<file path="src/shared/hpm_pkg.sv">
/*
  Shared constants and types for the host port pin function multiplexer.
  Assumes a single clock domain and pins that are sampled synchronously.
*/
package hpm_pkg;

  // ----------------------------------------------------------------
  // Port geometry
  // ----------------------------------------------------------------
  localparam int unsigned PORT_W    = 32;
  localparam int unsigned ADDR_W    = 8;
  localparam int unsigned WDATA_W   = 16;
  localparam int unsigned FSEL_W    = 4;

  // ----------------------------------------------------------------
  // Pin positions within the port
  // ----------------------------------------------------------------
  localparam int unsigned DATA0_SELECT_WIDTH_SHARED = 0;
  localparam int unsigned DATA1_CLOCK_READ_SHARED   = 1;
  localparam int unsigned DATA2_SIO_WRITE_SHARED    = 2;
  localparam int unsigned DATA3_READBACK_SHARED     = 3;
  localparam int unsigned DATA4_RESYNC_SHARED       = 4;
  localparam int unsigned DATA8_ADDR0_SHARED        = 8;
  localparam int unsigned DATA15_ADDR7_SHARED       = 15;
  localparam int unsigned PAR_DATA_LSB              = 16;
  localparam int unsigned PAR_DATA_MSB_NARROW       = 23;
  localparam int unsigned PAR_DATA_MSB_WIDE         = 31;

  // ----------------------------------------------------------------
  // Function select codes and keying bit positions
  // ----------------------------------------------------------------
  localparam logic [3:0] FSEL_SERIAL   = 4'h0;
  localparam logic [3:0] FSEL_PARALLEL = 4'h1;
  localparam int unsigned KEY_FREQUENCY = 0;
  localparam int unsigned KEY_PHASE     = 1;
  localparam int unsigned KEY_AMPLITUDE = 2;
  localparam logic [2:0] KEY_NONE         = 3'h0;
  localparam logic [2:0] KEY_FREQ_DEFAULT = 3'h1;

  // ----------------------------------------------------------------
  // Reset values
  // ----------------------------------------------------------------
  localparam logic [31:0] PORT_ZERO    = 32'h0000_0000;
  localparam logic [31:0] PORT_RELEASE = 32'hFFFF_FFFF;

  typedef enum logic [1:0] {
    HPM_SERIAL   = 2'b00,
    HPM_PARALLEL = 2'b01,
    HPM_MODULATE = 2'b11
  } hpm_mode_t;

  typedef struct packed {
    hpm_mode_t          mode;
    logic [2:0]         keying;
    logic               write_level;
    logic               par_write;
    logic               par_read;
    logic               par_wide;
    logic [ADDR_W-1:0]  par_addr;
    logic [WDATA_W-1:0] par_wdata;
    logic [PORT_W-1:0]  mod_data;
    logic               mod_valid;
    logic               ser_clock;
    logic               ser_select;
    logic               ser_resync;
    logic               ser_data_in;
    logic [PORT_W-1:0]  port_out;
    logic [PORT_W-1:0]  port_oe_n;
  } hpm_state_t;

  localparam hpm_state_t STATE_RESET = '{
    mode:        HPM_SERIAL,
    keying:      KEY_NONE,
    write_level: 1'b0,
    par_write:   1'b0,
    par_read:    1'b0,
    par_wide:    1'b0,
    par_addr:    8'h00,
    par_wdata:   16'h0000,
    mod_data:    PORT_ZERO,
    mod_valid:   1'b0,
    ser_clock:   1'b0,
    ser_select:  1'b0,
    ser_resync:  1'b0,
    ser_data_in: 1'b0,
    port_out:    PORT_ZERO,
    port_oe_n:   PORT_RELEASE
  };

endpackage : hpm_pkg

</file>
<file path="src/logic/hpm_mode_decode.sv">
/*
  Decoder from the function select pins to port use and keying set.
  Assumes select levels are already synchronous to the clock.
*/
`timescale 1ns/100ps

module hpm_mode_decode (
  input  wire logic [3:0]       port_function_select,
  output hpm_pkg::hpm_mode_t    mode,
  output logic [2:0]            keying
);

  // ----------------------------------------------------------------
  // Select code to use
  // ----------------------------------------------------------------
  function automatic hpm_pkg::hpm_mode_t decode_mode(input logic [3:0] code);
    if (code == hpm_pkg::FSEL_SERIAL) begin
      decode_mode = hpm_pkg::HPM_SERIAL;
    end else if (code == hpm_pkg::FSEL_PARALLEL) begin
      decode_mode = hpm_pkg::HPM_PARALLEL;
    end else begin
      decode_mode = hpm_pkg::HPM_MODULATE;
    end
  endfunction : decode_mode

  always_comb begin
    mode   = decode_mode(port_function_select);
    keying = hpm_pkg::KEY_NONE;
    if (mode == hpm_pkg::HPM_MODULATE) begin
      keying = (port_function_select[2:0] == hpm_pkg::KEY_NONE) ?
               hpm_pkg::KEY_FREQ_DEFAULT : port_function_select[2:0];
    end
  end

endmodule : hpm_mode_decode

</file>
<file path="src/logic/hpm_pin_mux.sv">
/*
  Host port pin function multiplexer: steers the 32-bit port between
  serial programming, parallel programming and direct modulation data.
  Assumes pins are synchronous to REF_CLK; the serial engine and the
  register file sit inside the device and connect through the SER_ and
  PAR_ ports. Output enables are active low (low = device drives).
*/
`timescale 1ns/100ps

module hpm_pin_mux (
  input  wire logic               REF_CLK,
  input  wire logic               RSTN,
  input  wire logic [3:0]         PORT_FUNCTION_SELECT,
  input  wire logic [31:0]        PORT_IN,
  output logic [31:0]             PORT_OUT,
  output logic [31:0]             PORT_OE_N,
  output hpm_pkg::hpm_mode_t      MODE,
  output logic [2:0]              KEYING,
  output logic [31:0]             MOD_DATA,
  output logic                    MOD_VALID,
  output logic [7:0]              PAR_ADDR,
  output logic [15:0]             PAR_WDATA,
  output logic                    PAR_WIDE,
  output logic                    PAR_WRITE,
  output logic                    PAR_READ,
  input  wire logic [15:0]        PAR_RDATA,
  output logic                    SER_CLOCK,
  output logic                    SER_SELECT,
  output logic                    SER_RESYNC,
  output logic                    SER_DATA_IN,
  input  wire logic               SER_SIO_OUT,
  input  wire logic               SER_SIO_DRIVE,
  input  wire logic               SER_READBACK_OUT,
  input  wire logic               SER_READBACK_DRIVE
);

  // ----------------------------------------------------------------
  // State
  // ----------------------------------------------------------------
  hpm_pkg::hpm_state_t state;
  hpm_pkg::hpm_state_t next_state;
  hpm_pkg::hpm_mode_t  dec_mode;
  logic [2:0]          dec_keying;

  hpm_mode_decode u_decode (
    .port_function_select (PORT_FUNCTION_SELECT),
    .mode                 (dec_mode),
    .keying               (dec_keying)
  );

  // ----------------------------------------------------------------
  // Next state
  // ----------------------------------------------------------------
  always_comb begin
    next_state           = state;
    next_state.mode      = dec_mode;
    next_state.keying    = dec_keying;
    next_state.write_level = PORT_IN[hpm_pkg::DATA2_SIO_WRITE_SHARED];
    next_state.par_write = 1'b0;
    next_state.par_read  = 1'b0;
    next_state.mod_valid = 1'b0;
    next_state.ser_clock = 1'b0;
    next_state.ser_select = 1'b0;
    next_state.ser_resync = 1'b0;
    next_state.ser_data_in = 1'b0;
    next_state.port_out  = hpm_pkg::PORT_ZERO;
    next_state.port_oe_n = hpm_pkg::PORT_RELEASE;
    case (dec_mode)
      hpm_pkg::HPM_SERIAL: begin
        next_state.ser_clock  = PORT_IN[hpm_pkg::DATA1_CLOCK_READ_SHARED];
        next_state.ser_select = PORT_IN[hpm_pkg::DATA0_SELECT_WIDTH_SHARED];
        next_state.ser_resync = PORT_IN[hpm_pkg::DATA4_RESYNC_SHARED];
        next_state.ser_data_in = PORT_IN[hpm_pkg::DATA2_SIO_WRITE_SHARED];
        if (SER_SIO_DRIVE) begin
          next_state.port_out[hpm_pkg::DATA2_SIO_WRITE_SHARED]  = SER_SIO_OUT;
          next_state.port_oe_n[hpm_pkg::DATA2_SIO_WRITE_SHARED] = 1'b0;
        end
        if (SER_READBACK_DRIVE) begin
          next_state.port_out[hpm_pkg::DATA3_READBACK_SHARED]  = SER_READBACK_OUT;
          next_state.port_oe_n[hpm_pkg::DATA3_READBACK_SHARED] = 1'b0;
        end
      end
      hpm_pkg::HPM_PARALLEL: begin
        next_state.par_wide = PORT_IN[hpm_pkg::DATA0_SELECT_WIDTH_SHARED];
        if (PORT_IN[hpm_pkg::DATA2_SIO_WRITE_SHARED] && !state.write_level) begin
          next_state.par_write = 1'b1;
          next_state.par_addr  = PORT_IN[hpm_pkg::DATA15_ADDR7_SHARED:
                                         hpm_pkg::DATA8_ADDR0_SHARED];
          next_state.par_wdata = PORT_IN[hpm_pkg::PAR_DATA_MSB_WIDE:
                                         hpm_pkg::PAR_DATA_LSB];
          if (!next_state.par_wide) begin
            next_state.par_wdata[15:8] = 8'h00;
          end
        end
        if (PORT_IN[hpm_pkg::DATA1_CLOCK_READ_SHARED]) begin
          next_state.par_read = 1'b1;
          next_state.par_addr = PORT_IN[hpm_pkg::DATA15_ADDR7_SHARED:
                                        hpm_pkg::DATA8_ADDR0_SHARED];
          next_state.port_out[31:16]  = PAR_RDATA;
          next_state.port_oe_n[23:16] = 8'h00;
          if (next_state.par_wide) begin
            next_state.port_oe_n[31:24] = 8'h00;
          end else begin
            next_state.port_out[31:24] = 8'h00;
          end
        end
      end
      default: begin
        next_state.mod_data  = PORT_IN;
        next_state.mod_valid = 1'b1;
      end
    endcase
  end

  always_ff @(posedge REF_CLK or negedge RSTN) begin
    if (!RSTN) begin
      state <= hpm_pkg::STATE_RESET;
    end else begin
      state <= next_state;
    end
  end

  // ----------------------------------------------------------------
  // Outputs
  // ----------------------------------------------------------------
  assign PORT_OUT    = state.port_out;
  assign PORT_OE_N   = state.port_oe_n;
  assign MODE        = state.mode;
  assign KEYING      = state.keying;
  assign MOD_DATA    = state.mod_data;
  assign MOD_VALID   = state.mod_valid;
  assign PAR_ADDR    = state.par_addr;
  assign PAR_WDATA   = state.par_wdata;
  assign PAR_WIDE    = state.par_wide;
  assign PAR_WRITE   = state.par_write;
  assign PAR_READ    = state.par_read;
  assign SER_CLOCK   = state.ser_clock;
  assign SER_SELECT  = state.ser_select;
  assign SER_RESYNC  = state.ser_resync;
  assign SER_DATA_IN = state.ser_data_in;

  // ----------------------------------------------------------------
  // Assertions
  // ----------------------------------------------------------------
  property p_select_mode;
    @(posedge REF_CLK) disable iff (!RSTN)
    (PORT_FUNCTION_SELECT == hpm_pkg::FSEL_PARALLEL) |=> (MODE == hpm_pkg::HPM_PARALLEL);
  endproperty
  a_select_mode: assert property (p_select_mode) else $error("Parallel select not seen");

  property p_mod_data;
    @(posedge REF_CLK) disable iff (!RSTN)
    MOD_VALID |-> (MOD_DATA == $past(PORT_IN)) && !PAR_WRITE && !PAR_READ && !SER_SELECT;
  endproperty
  a_mod_data: assert property (p_mod_data) else $error("Modulation word wrong");

  property p_write_addr;
    @(posedge REF_CLK) disable iff (!RSTN)
    PAR_WRITE |-> (PAR_ADDR == $past(PORT_IN[15:8])) && (MODE == hpm_pkg::HPM_PARALLEL);
  endproperty
  a_write_addr: assert property (p_write_addr) else $error("Write address wrong");

  property p_resync;
    @(posedge REF_CLK) disable iff (!RSTN)
    (PORT_FUNCTION_SELECT == hpm_pkg::FSEL_SERIAL) && PORT_IN[4] |=> SER_RESYNC;
  endproperty
  a_resync: assert property (p_resync) else $error("Resync not passed");

  property p_readback;
    @(posedge REF_CLK) disable iff (!RSTN)
    (PORT_FUNCTION_SELECT == hpm_pkg::FSEL_SERIAL) && SER_READBACK_DRIVE
      |=> !PORT_OE_N[3] && (PORT_OUT[3] == $past(SER_READBACK_OUT));
  endproperty
  a_readback: assert property (p_readback) else $error("Readback pin not driven");

  property p_sio;
    @(posedge REF_CLK) disable iff (!RSTN)
    (PORT_FUNCTION_SELECT == hpm_pkg::FSEL_SERIAL) && !SER_SIO_DRIVE |=> PORT_OE_N[2];
  endproperty
  a_sio: assert property (p_sio) else $error("Serial data line driven wrongly");

  property p_write_pulse;
    @(posedge REF_CLK) disable iff (!RSTN)
    (MODE == hpm_pkg::HPM_PARALLEL) && !PORT_IN[2] ##1
      (PORT_FUNCTION_SELECT == hpm_pkg::FSEL_PARALLEL) && PORT_IN[2] |=> PAR_WRITE ##1 !PAR_WRITE;
  endproperty
  a_write_pulse: assert property (p_write_pulse) else $error("Write strobe missed");

  property p_read;
    @(posedge REF_CLK) disable iff (!RSTN)
    PAR_READ |-> (PORT_OE_N[23:16] == 8'h00) && (PORT_OE_N[31:24] == {8{!PAR_WIDE}});
  endproperty
  a_read: assert property (p_read) else $error("Read drive width wrong");

  property p_width;
    @(posedge REF_CLK) disable iff (!RSTN)
    (PORT_FUNCTION_SELECT == hpm_pkg::FSEL_PARALLEL) |=> (PAR_WIDE == $past(PORT_IN[0]));
  endproperty
  a_width: assert property (p_width) else $error("Width select wrong");

  property p_no_drive;
    @(posedge REF_CLK) disable iff (!RSTN)
    (MODE == hpm_pkg::HPM_MODULATE) || ((MODE == hpm_pkg::HPM_PARALLEL) && !PAR_READ)
      |-> (PORT_OE_N == 32'hFFFF_FFFF);
  endproperty
  a_no_drive: assert property (p_no_drive) else $error("Port driven outside a read");

endmodule : hpm_pin_mux

</file>
<file path="config.mk">
export PLATFORM = sky130hd
export DESIGN_NAME = hpm_pin_mux
export DESIGN_NICKNAME = d
export VERILOG_FILES = /design/src/shared/hpm_pkg.sv /design/src/logic/hpm_mode_decode.sv /design/src/logic/hpm_pin_mux.sv
export SDC_FILE = /design/constraint.sdc
export NUM_CORES = 1
export LEC_CHECK = 0
export BUFFER_PORTS_ARGS = -buffer_cell sky130_fd_sc_hd__buf_2
export CAP_MARGIN = 30
export CORE_ASPECT_RATIO = 1.2
export CORE_MARGIN = 4
export CORE_UTILIZATION = 52
export CTS_BUF_LIST = sky130_fd_sc_hd__clkbuf_8
export CTS_CLUSTER_SIZE = 14
export DETAILED_ROUTE_END_ITERATION = 8
export GPL_ROUTABILITY_DRIVEN = 0
export PLACE_DENSITY = 0.95
export SLEW_MARGIN = 20
export SYNTH_ARGS = -nofsm -noshare
export SYNTH_HDL_FRONTEND = slang
export SYNTH_SLANG_ARGS = --single-unit
</file>
<file path="constraint.sdc">
create_clock -name REF_CLK -period 3.95 [get_ports REF_CLK]
set_input_delay 0.395 -clock REF_CLK [delete_from_list [all_inputs] [get_ports REF_CLK]]
set_output_delay 0.395 -clock REF_CLK [all_outputs]
set_load 0.005 [all_outputs]
</file>
**Yosys cells after proc, flatten, opt, wreduce, memory -nomap -nowiden**

Index checks and enable logic that the tools add are counted.

- Eq/ne operators: 3
- Mux-type cells: 24
- Reduce and logical (&&, ||, !) cells: 9

Operator list:

| kind | count |
|---|---|
| 2-to-1 mux 16 bit | 4 |
| 2-to-1 mux 8 bit | 4 |
| 2-to-1 mux 27 bit | 1 |
| 2-to-1 mux 24 bit | 1 |
| 2-to-1 mux 2 bit | 4 |
| 2-to-1 mux 1 bit | 7 |
| 2-to-1 mux 3 bit | 2 |
| == test 4 x 1 -> 1 bit (second input constant) | 1 |
| zero test 4 bit | 1 |
| 2-to-1 mux 4 bit | 1 |
| AND reduction 2 bit | 2 |
| zero test 3 bit | 1 |
| == test 2 x 1 -> 1 bit (second input constant) | 1 |
| == test 2 bit (second input constant) | 1 |
| zero test 2 bit | 1 |
| nonzero test 2 bit | 1 |
| OR reduction 2 bit | 1 |
| logical AND 1 bit | 1 |
| zero test 1 bit | 1 |

- Bits in registers: 106
- Logic and storage cells: 52

**Depth between registers and ports, before layout**

- Word-level depth: 6
- Depth in mapped cells: 5
- Gate-level depth less buffers: 4

**Hierarchy**

From an unflattened synthesis, not the netlist that was laid out.

- Cell total of the unflattened synthesis: 344
- Area total of the unflattened synthesis: 4229.1 um2

By module, submodules not included:

| module | instances | cells each | area an instance (um2) | sequential area each (um2) |
|---|---|---|---|---|
| hpm_pin_mux | 1 | 338 | 4187.8 | 2307.2 |
| hpm_mode_decode | 1 | 6 | 41.3 | 0.0 |

**Worst setup path before layout**

No wires, ideal clock.

- Path type: in2reg
- Start point: input PORT_FUNCTION_SELECT[1]
- End point: register state (netlist bit PAR_WDATA[7])
- Library setup time: 0.128 ns
- Data arrival time: 1.390 ns
- Required time: 3.822 ns
- Slack: 2.432 ns
- Stages on the path: 4
- Path buffers: 1
- Cell sequence: nor3_4 > nand3_4 > buf_6 > mux2_1

- Cells in the longest elaborated chain, start to end: 5
- Elaborated cells on any way between the ends: 6
- Classes of those cells: eq/ne: 2; mux: 2; reduce/logical: 2

RTL lines:

| element | line | RTL |
|---|---|---|
| from (decl) | hpm_pin_mux.sv:13 | `input wire logic [3:0] PORT_FUNCTION_SELECT,` |
| == test 4 x 1 -> 1 bit | hpm_mode_decode.sv:19 | `end else if (code == hpm_pkg::FSEL_PARALLEL) begin` |
| 2-to-1 mux 2 bit | hpm_mode_decode.sv:19 |  |
| 2-to-1 mux 2 bit (*) | hpm_mode_decode.sv:17 | `if (code == hpm_pkg::FSEL_SERIAL) begin` |
| == test 2 x 1 -> 1 bit (*) | hpm_pin_mux.sv:68 | `case (dec_mode)` |
| AND reduction 2 bit (no line) (*) | -- |  |
| to (signal assigned) | hpm_pin_mux.sv:117 | `state <= hpm_pkg::STATE_RESET;` |
| to (signal assigned) | hpm_pin_mux.sv:119 | `state <= next_state;` |
| to (decl) | hpm_pin_mux.sv:40 | `hpm_pkg::hpm_state_t state;` |

Mark *: on every way between the ends. The rest lies on a longest branch, timed or not.
A chain may end at the register's enable or synchronous reset.

**Final worst setup path**

Ends and elaborated chain as after synthesis.

==> summary.txt <==
Clock network
  • Num CTS Buffers: 9
  • Clk Latency, worst-skew pair: 0.34 ns
  • TritonCTS Sinks: 91
  • Post-CTS setup buffer count: 0
  • Worst-case clock buffer depth: 2
  • CTS tree: done
  • CTS Root Cell: clkbuf_8
  • H-tree depth: 3
  • Worst-path clk slew: 0.08 ns

Logic synthesis
  • Simple-gate area share of the yosys netlist: 5.93%
  • Post-synthesis xor/xnor area fraction: 0%
  • Combinational family with the most area after synthesis: buffers and inverters
  • Syn Inst Count: 341
  • Ys async rst share: 100%
  • #FFs+latches synth: 91
  • Synth top cells by count: buf_4 (125), dfrtp_1 (87), mux2_2 (48)
  • Most frequent cell after synthesis: buf_4
  • Seq/Total Area, Yosys: 54.1%
  • Synth Area in Compound Gates: 0.297%
  • Post-synthesis adder-cell area fraction: 0%
  • Post-synth EDFFs: 0
  • Cell taking the most area after synthesis: dfrtp_1
  • Largest cells by area after synthesis: dfrtp_1 (52%), buf_4 (22%), mux2_2 (13%)
  • Mean Syn Cell Area: 12.4 µm²
  • Unique masters post-synth: 20
  • Post-synthesis mux area share: 15.0%
  • Primary FF master, synth: dfrtp_1
  • Yosys warns: 0
  • Cell Area, Synth: 4220 µm²
  • Area share of the largest cell type after synthesis: 51.6%

Floorplanning
  • Total core area: 7790 µm²
  • Die area: 9620 µm²
  • # rows: 35
  • IO Count: 191
  • Initial Utilization: 54.1%
  • Die width: 90.2 µm
  • DIE HEIGHT: 107 µm

GRT
  • GRT Residual Overflow: 0
  • Initial antenna violation count: 0
  • M3 GR Usage: 5.89%
  • Largest net degree at the start of global routing: 61
  • Met1 usage: 19.3%
  • GRT Resource Usage Total: 16.7%
  • Global route hottest layer: met2
  • Number of global-route vias before repair: 2529
  • Global-route met2 utilization: 28.9%
  • Global-route wire length before repair: 12700 µm

Timing
  • Sum Neg Setup Slack: 0 ns
  • Rel. slew slack: 62.1%
  • Endpoints failing setup: 0
  • Tmin final: 1.55 ns
  • RSZ-0062 raised after global routing: no
  • Smallest hold slack: 0.184 ns
  • Worst-Margin Slew: 0.569 ns
  • Clock skew: 0.00507 ns
  • Period utilization: 39.3%
  • Final hold vios: 0
  • Slew Viols, Final: 0
  • Fmax: 0.644 GHz

Final layout
  • Share of cells above drive strength 1: 56.7%
  • Post-route cell area: 4490 µm²
  • ANT cells: 0
  • Final Core Density: 57.6%
  • Final Net Count: 467
  • Layout fillers: 663
  • P&R area growth vs syn: 6.47%

Route
  • DRC: 0
  • Routed wire length: 7700 µm
  • Routed len/inst: 15.2 µm
  • Vias: 2308
  • Initial drt markers: 69
  • DR pass1 iterations: 3
  • Routed Antenna Nets: 0
  • Vias/cell: 4.57

Worst setup path
  • RR Startpoint: state[128]
  • CP Capture Type: flip-flop
  • Worst reg-to-reg setup slack: 2.48 ns
  • CP max FO: 24
  • Worst EP required: 4.18 ns
  • Critical Path Source: PORT_FUNCTION_SELECT[1]
  • Worst r2r dst: PAR_WDATA[7]
  • Crit Path Class: in -> reg
  • Reg2reg path depth: 3
  • WP data arrival: 1.78 ns
  • Worst setup SP type: input pin

Pwr
  • Clk pwr share: 31.1%
  • Design Power: 1.93 mW
  • Pwr per Cell Area: 430 nW/µm²
  • Pint: 1.45 mW
  • Comb pwr share: 14.0%
  • Leak: 2.46 nW
  • Psw: 0.483 mW
  • Register share of total power: 54.9%
  • Sw Ratio: 25.0%
  • Maximum VDD drop: 0.265 mV

Worst hold path
  • Hold EP: PORT_OE_N[2]
  • Worst hold path class: in -> reg
  • Hold path depth: 2
  • HP Start: SER_SIO_DRIVE

Place
  • Placed inst area: 4300 µm²
  • DP HPWL: 5820 µm
  • Port bufs: 162

Flow run
  • Max-capacitance violation count: 0

Run status
  • Status: complete, no violations
==> through the flow <==
step,setup WS (ns),cells
after global routing,2.35,505
after global placement,2.08,488
after floorplan,2.43,367
after detailed placement,2.01,489
after CTS,2.41,505
final,2.40,505
==> cells by family after synthesis <==
logic type	count (synthesis)
buf+inv	147
flops	91
mux	57
simple gates	43
other cells	2
compound gates	1
==> metal layers <==
metal	up-vias	part of all wire [%]
li1	1066	-
met1	1115	38
met2	117	51
met3	10	8.9
met4	0	1.5
met5	-	0
==> layout by cell type (no fill, tap or decap) <==
cell,Yosys,routed
buf_2,5,161
dfrtp_1,87,87
mux2_2,48,48
conb_1,2,28
nand2_1,15,15
inv_1,12,14
and2_1,12,12
and3_1,11,11
clkbuf_8,0,9
mux2i_1,8,8
dfstp_2,4,4
clkinvlp_4,0,3
buf_4,125,3
nor3_4,1,1
nor2_2,1,1
nor2_1,1,1
nor2b_1,1,1
nand3_4,1,1
mux2_1,1,1
o211ai_2,1,1
bufinv_16,0,1
dlygate4sd3_1,0,1
buf_16,0,1
==> worst max-delay path, cell delays in order <==
cell	delay (ns)
buf_2	0.13
nor3_4	0.19
buf_4	0.35
nand3_4	0.31
mux2_1	0.40
==> worst max path at each step <==
| stage | endpoint | slack, ns | cells past startpoint |
|---|---|---|---|
| floorplan | PAR_WDATA[7] | 2.43 | 4 |
| global route | PAR_WDATA[7] | 2.35 | 5 |
| finish | PAR_WDATA[7] | 2.40 | 5 |
| global placement | PAR_WDATA[7] | 2.08 | 5 |
| CTS | PAR_WDATA[7] | 2.41 | 5 |
| detailed placement | PAR_WDATA[7] | 2.01 | 5 |
==> power groups by stage <==
stage	logic (mW)	clock network [mW]	registers (mW)
after floorplan	0.249	0	1.07
after global placement	0.260	0	1.07
after detailed placement	0.276	0	1.08
after CTS	0.277	0.622	1.06
after global routing	0.302	0.660	1.07
final	0.270	0.600	1.06
==> registers in the layout (all words and copies together), names as in the netlist <==
register / flops
KEYING: 3
MODE: 1
MOD_DATA: 32
MOD_VALID: 1
PAR_ADDR: 8
PAR_READ: 1
PAR_WDATA: 16
PAR_WIDE: 1
PAR_WRITE: 1
PORT_OE_N: 4
PORT_OUT: 18
SER_CLOCK: 1
SER_DATA_IN: 1
SER_RESYNC: 1
SER_SELECT: 1
state: 1
==> final cells by class <==
| cell class | count | area, µm² | share of cell area [%] |
|---|---|---|---|
| clock inverter | 6 | 60.1 | 1.34 |
| sequential | 91 | 2280 | 50.8 |
| multi-input combinational | 129 | 1000 | 22.3 |
| timing repair buffer | 166 | 866 | 19.3 |
| tap | 92 | 115 | 2.56 |
| inverter | 12 | 45.0 | 1.00 |
| clock buffer | 9 | 124 | 2.76 |
==> timing repair <==
item                      CTS  global route
hold endpoints to repair   31             0
resized for setup           0             0
hold buffers                1             0
Power figures use the tool's default switching activity.
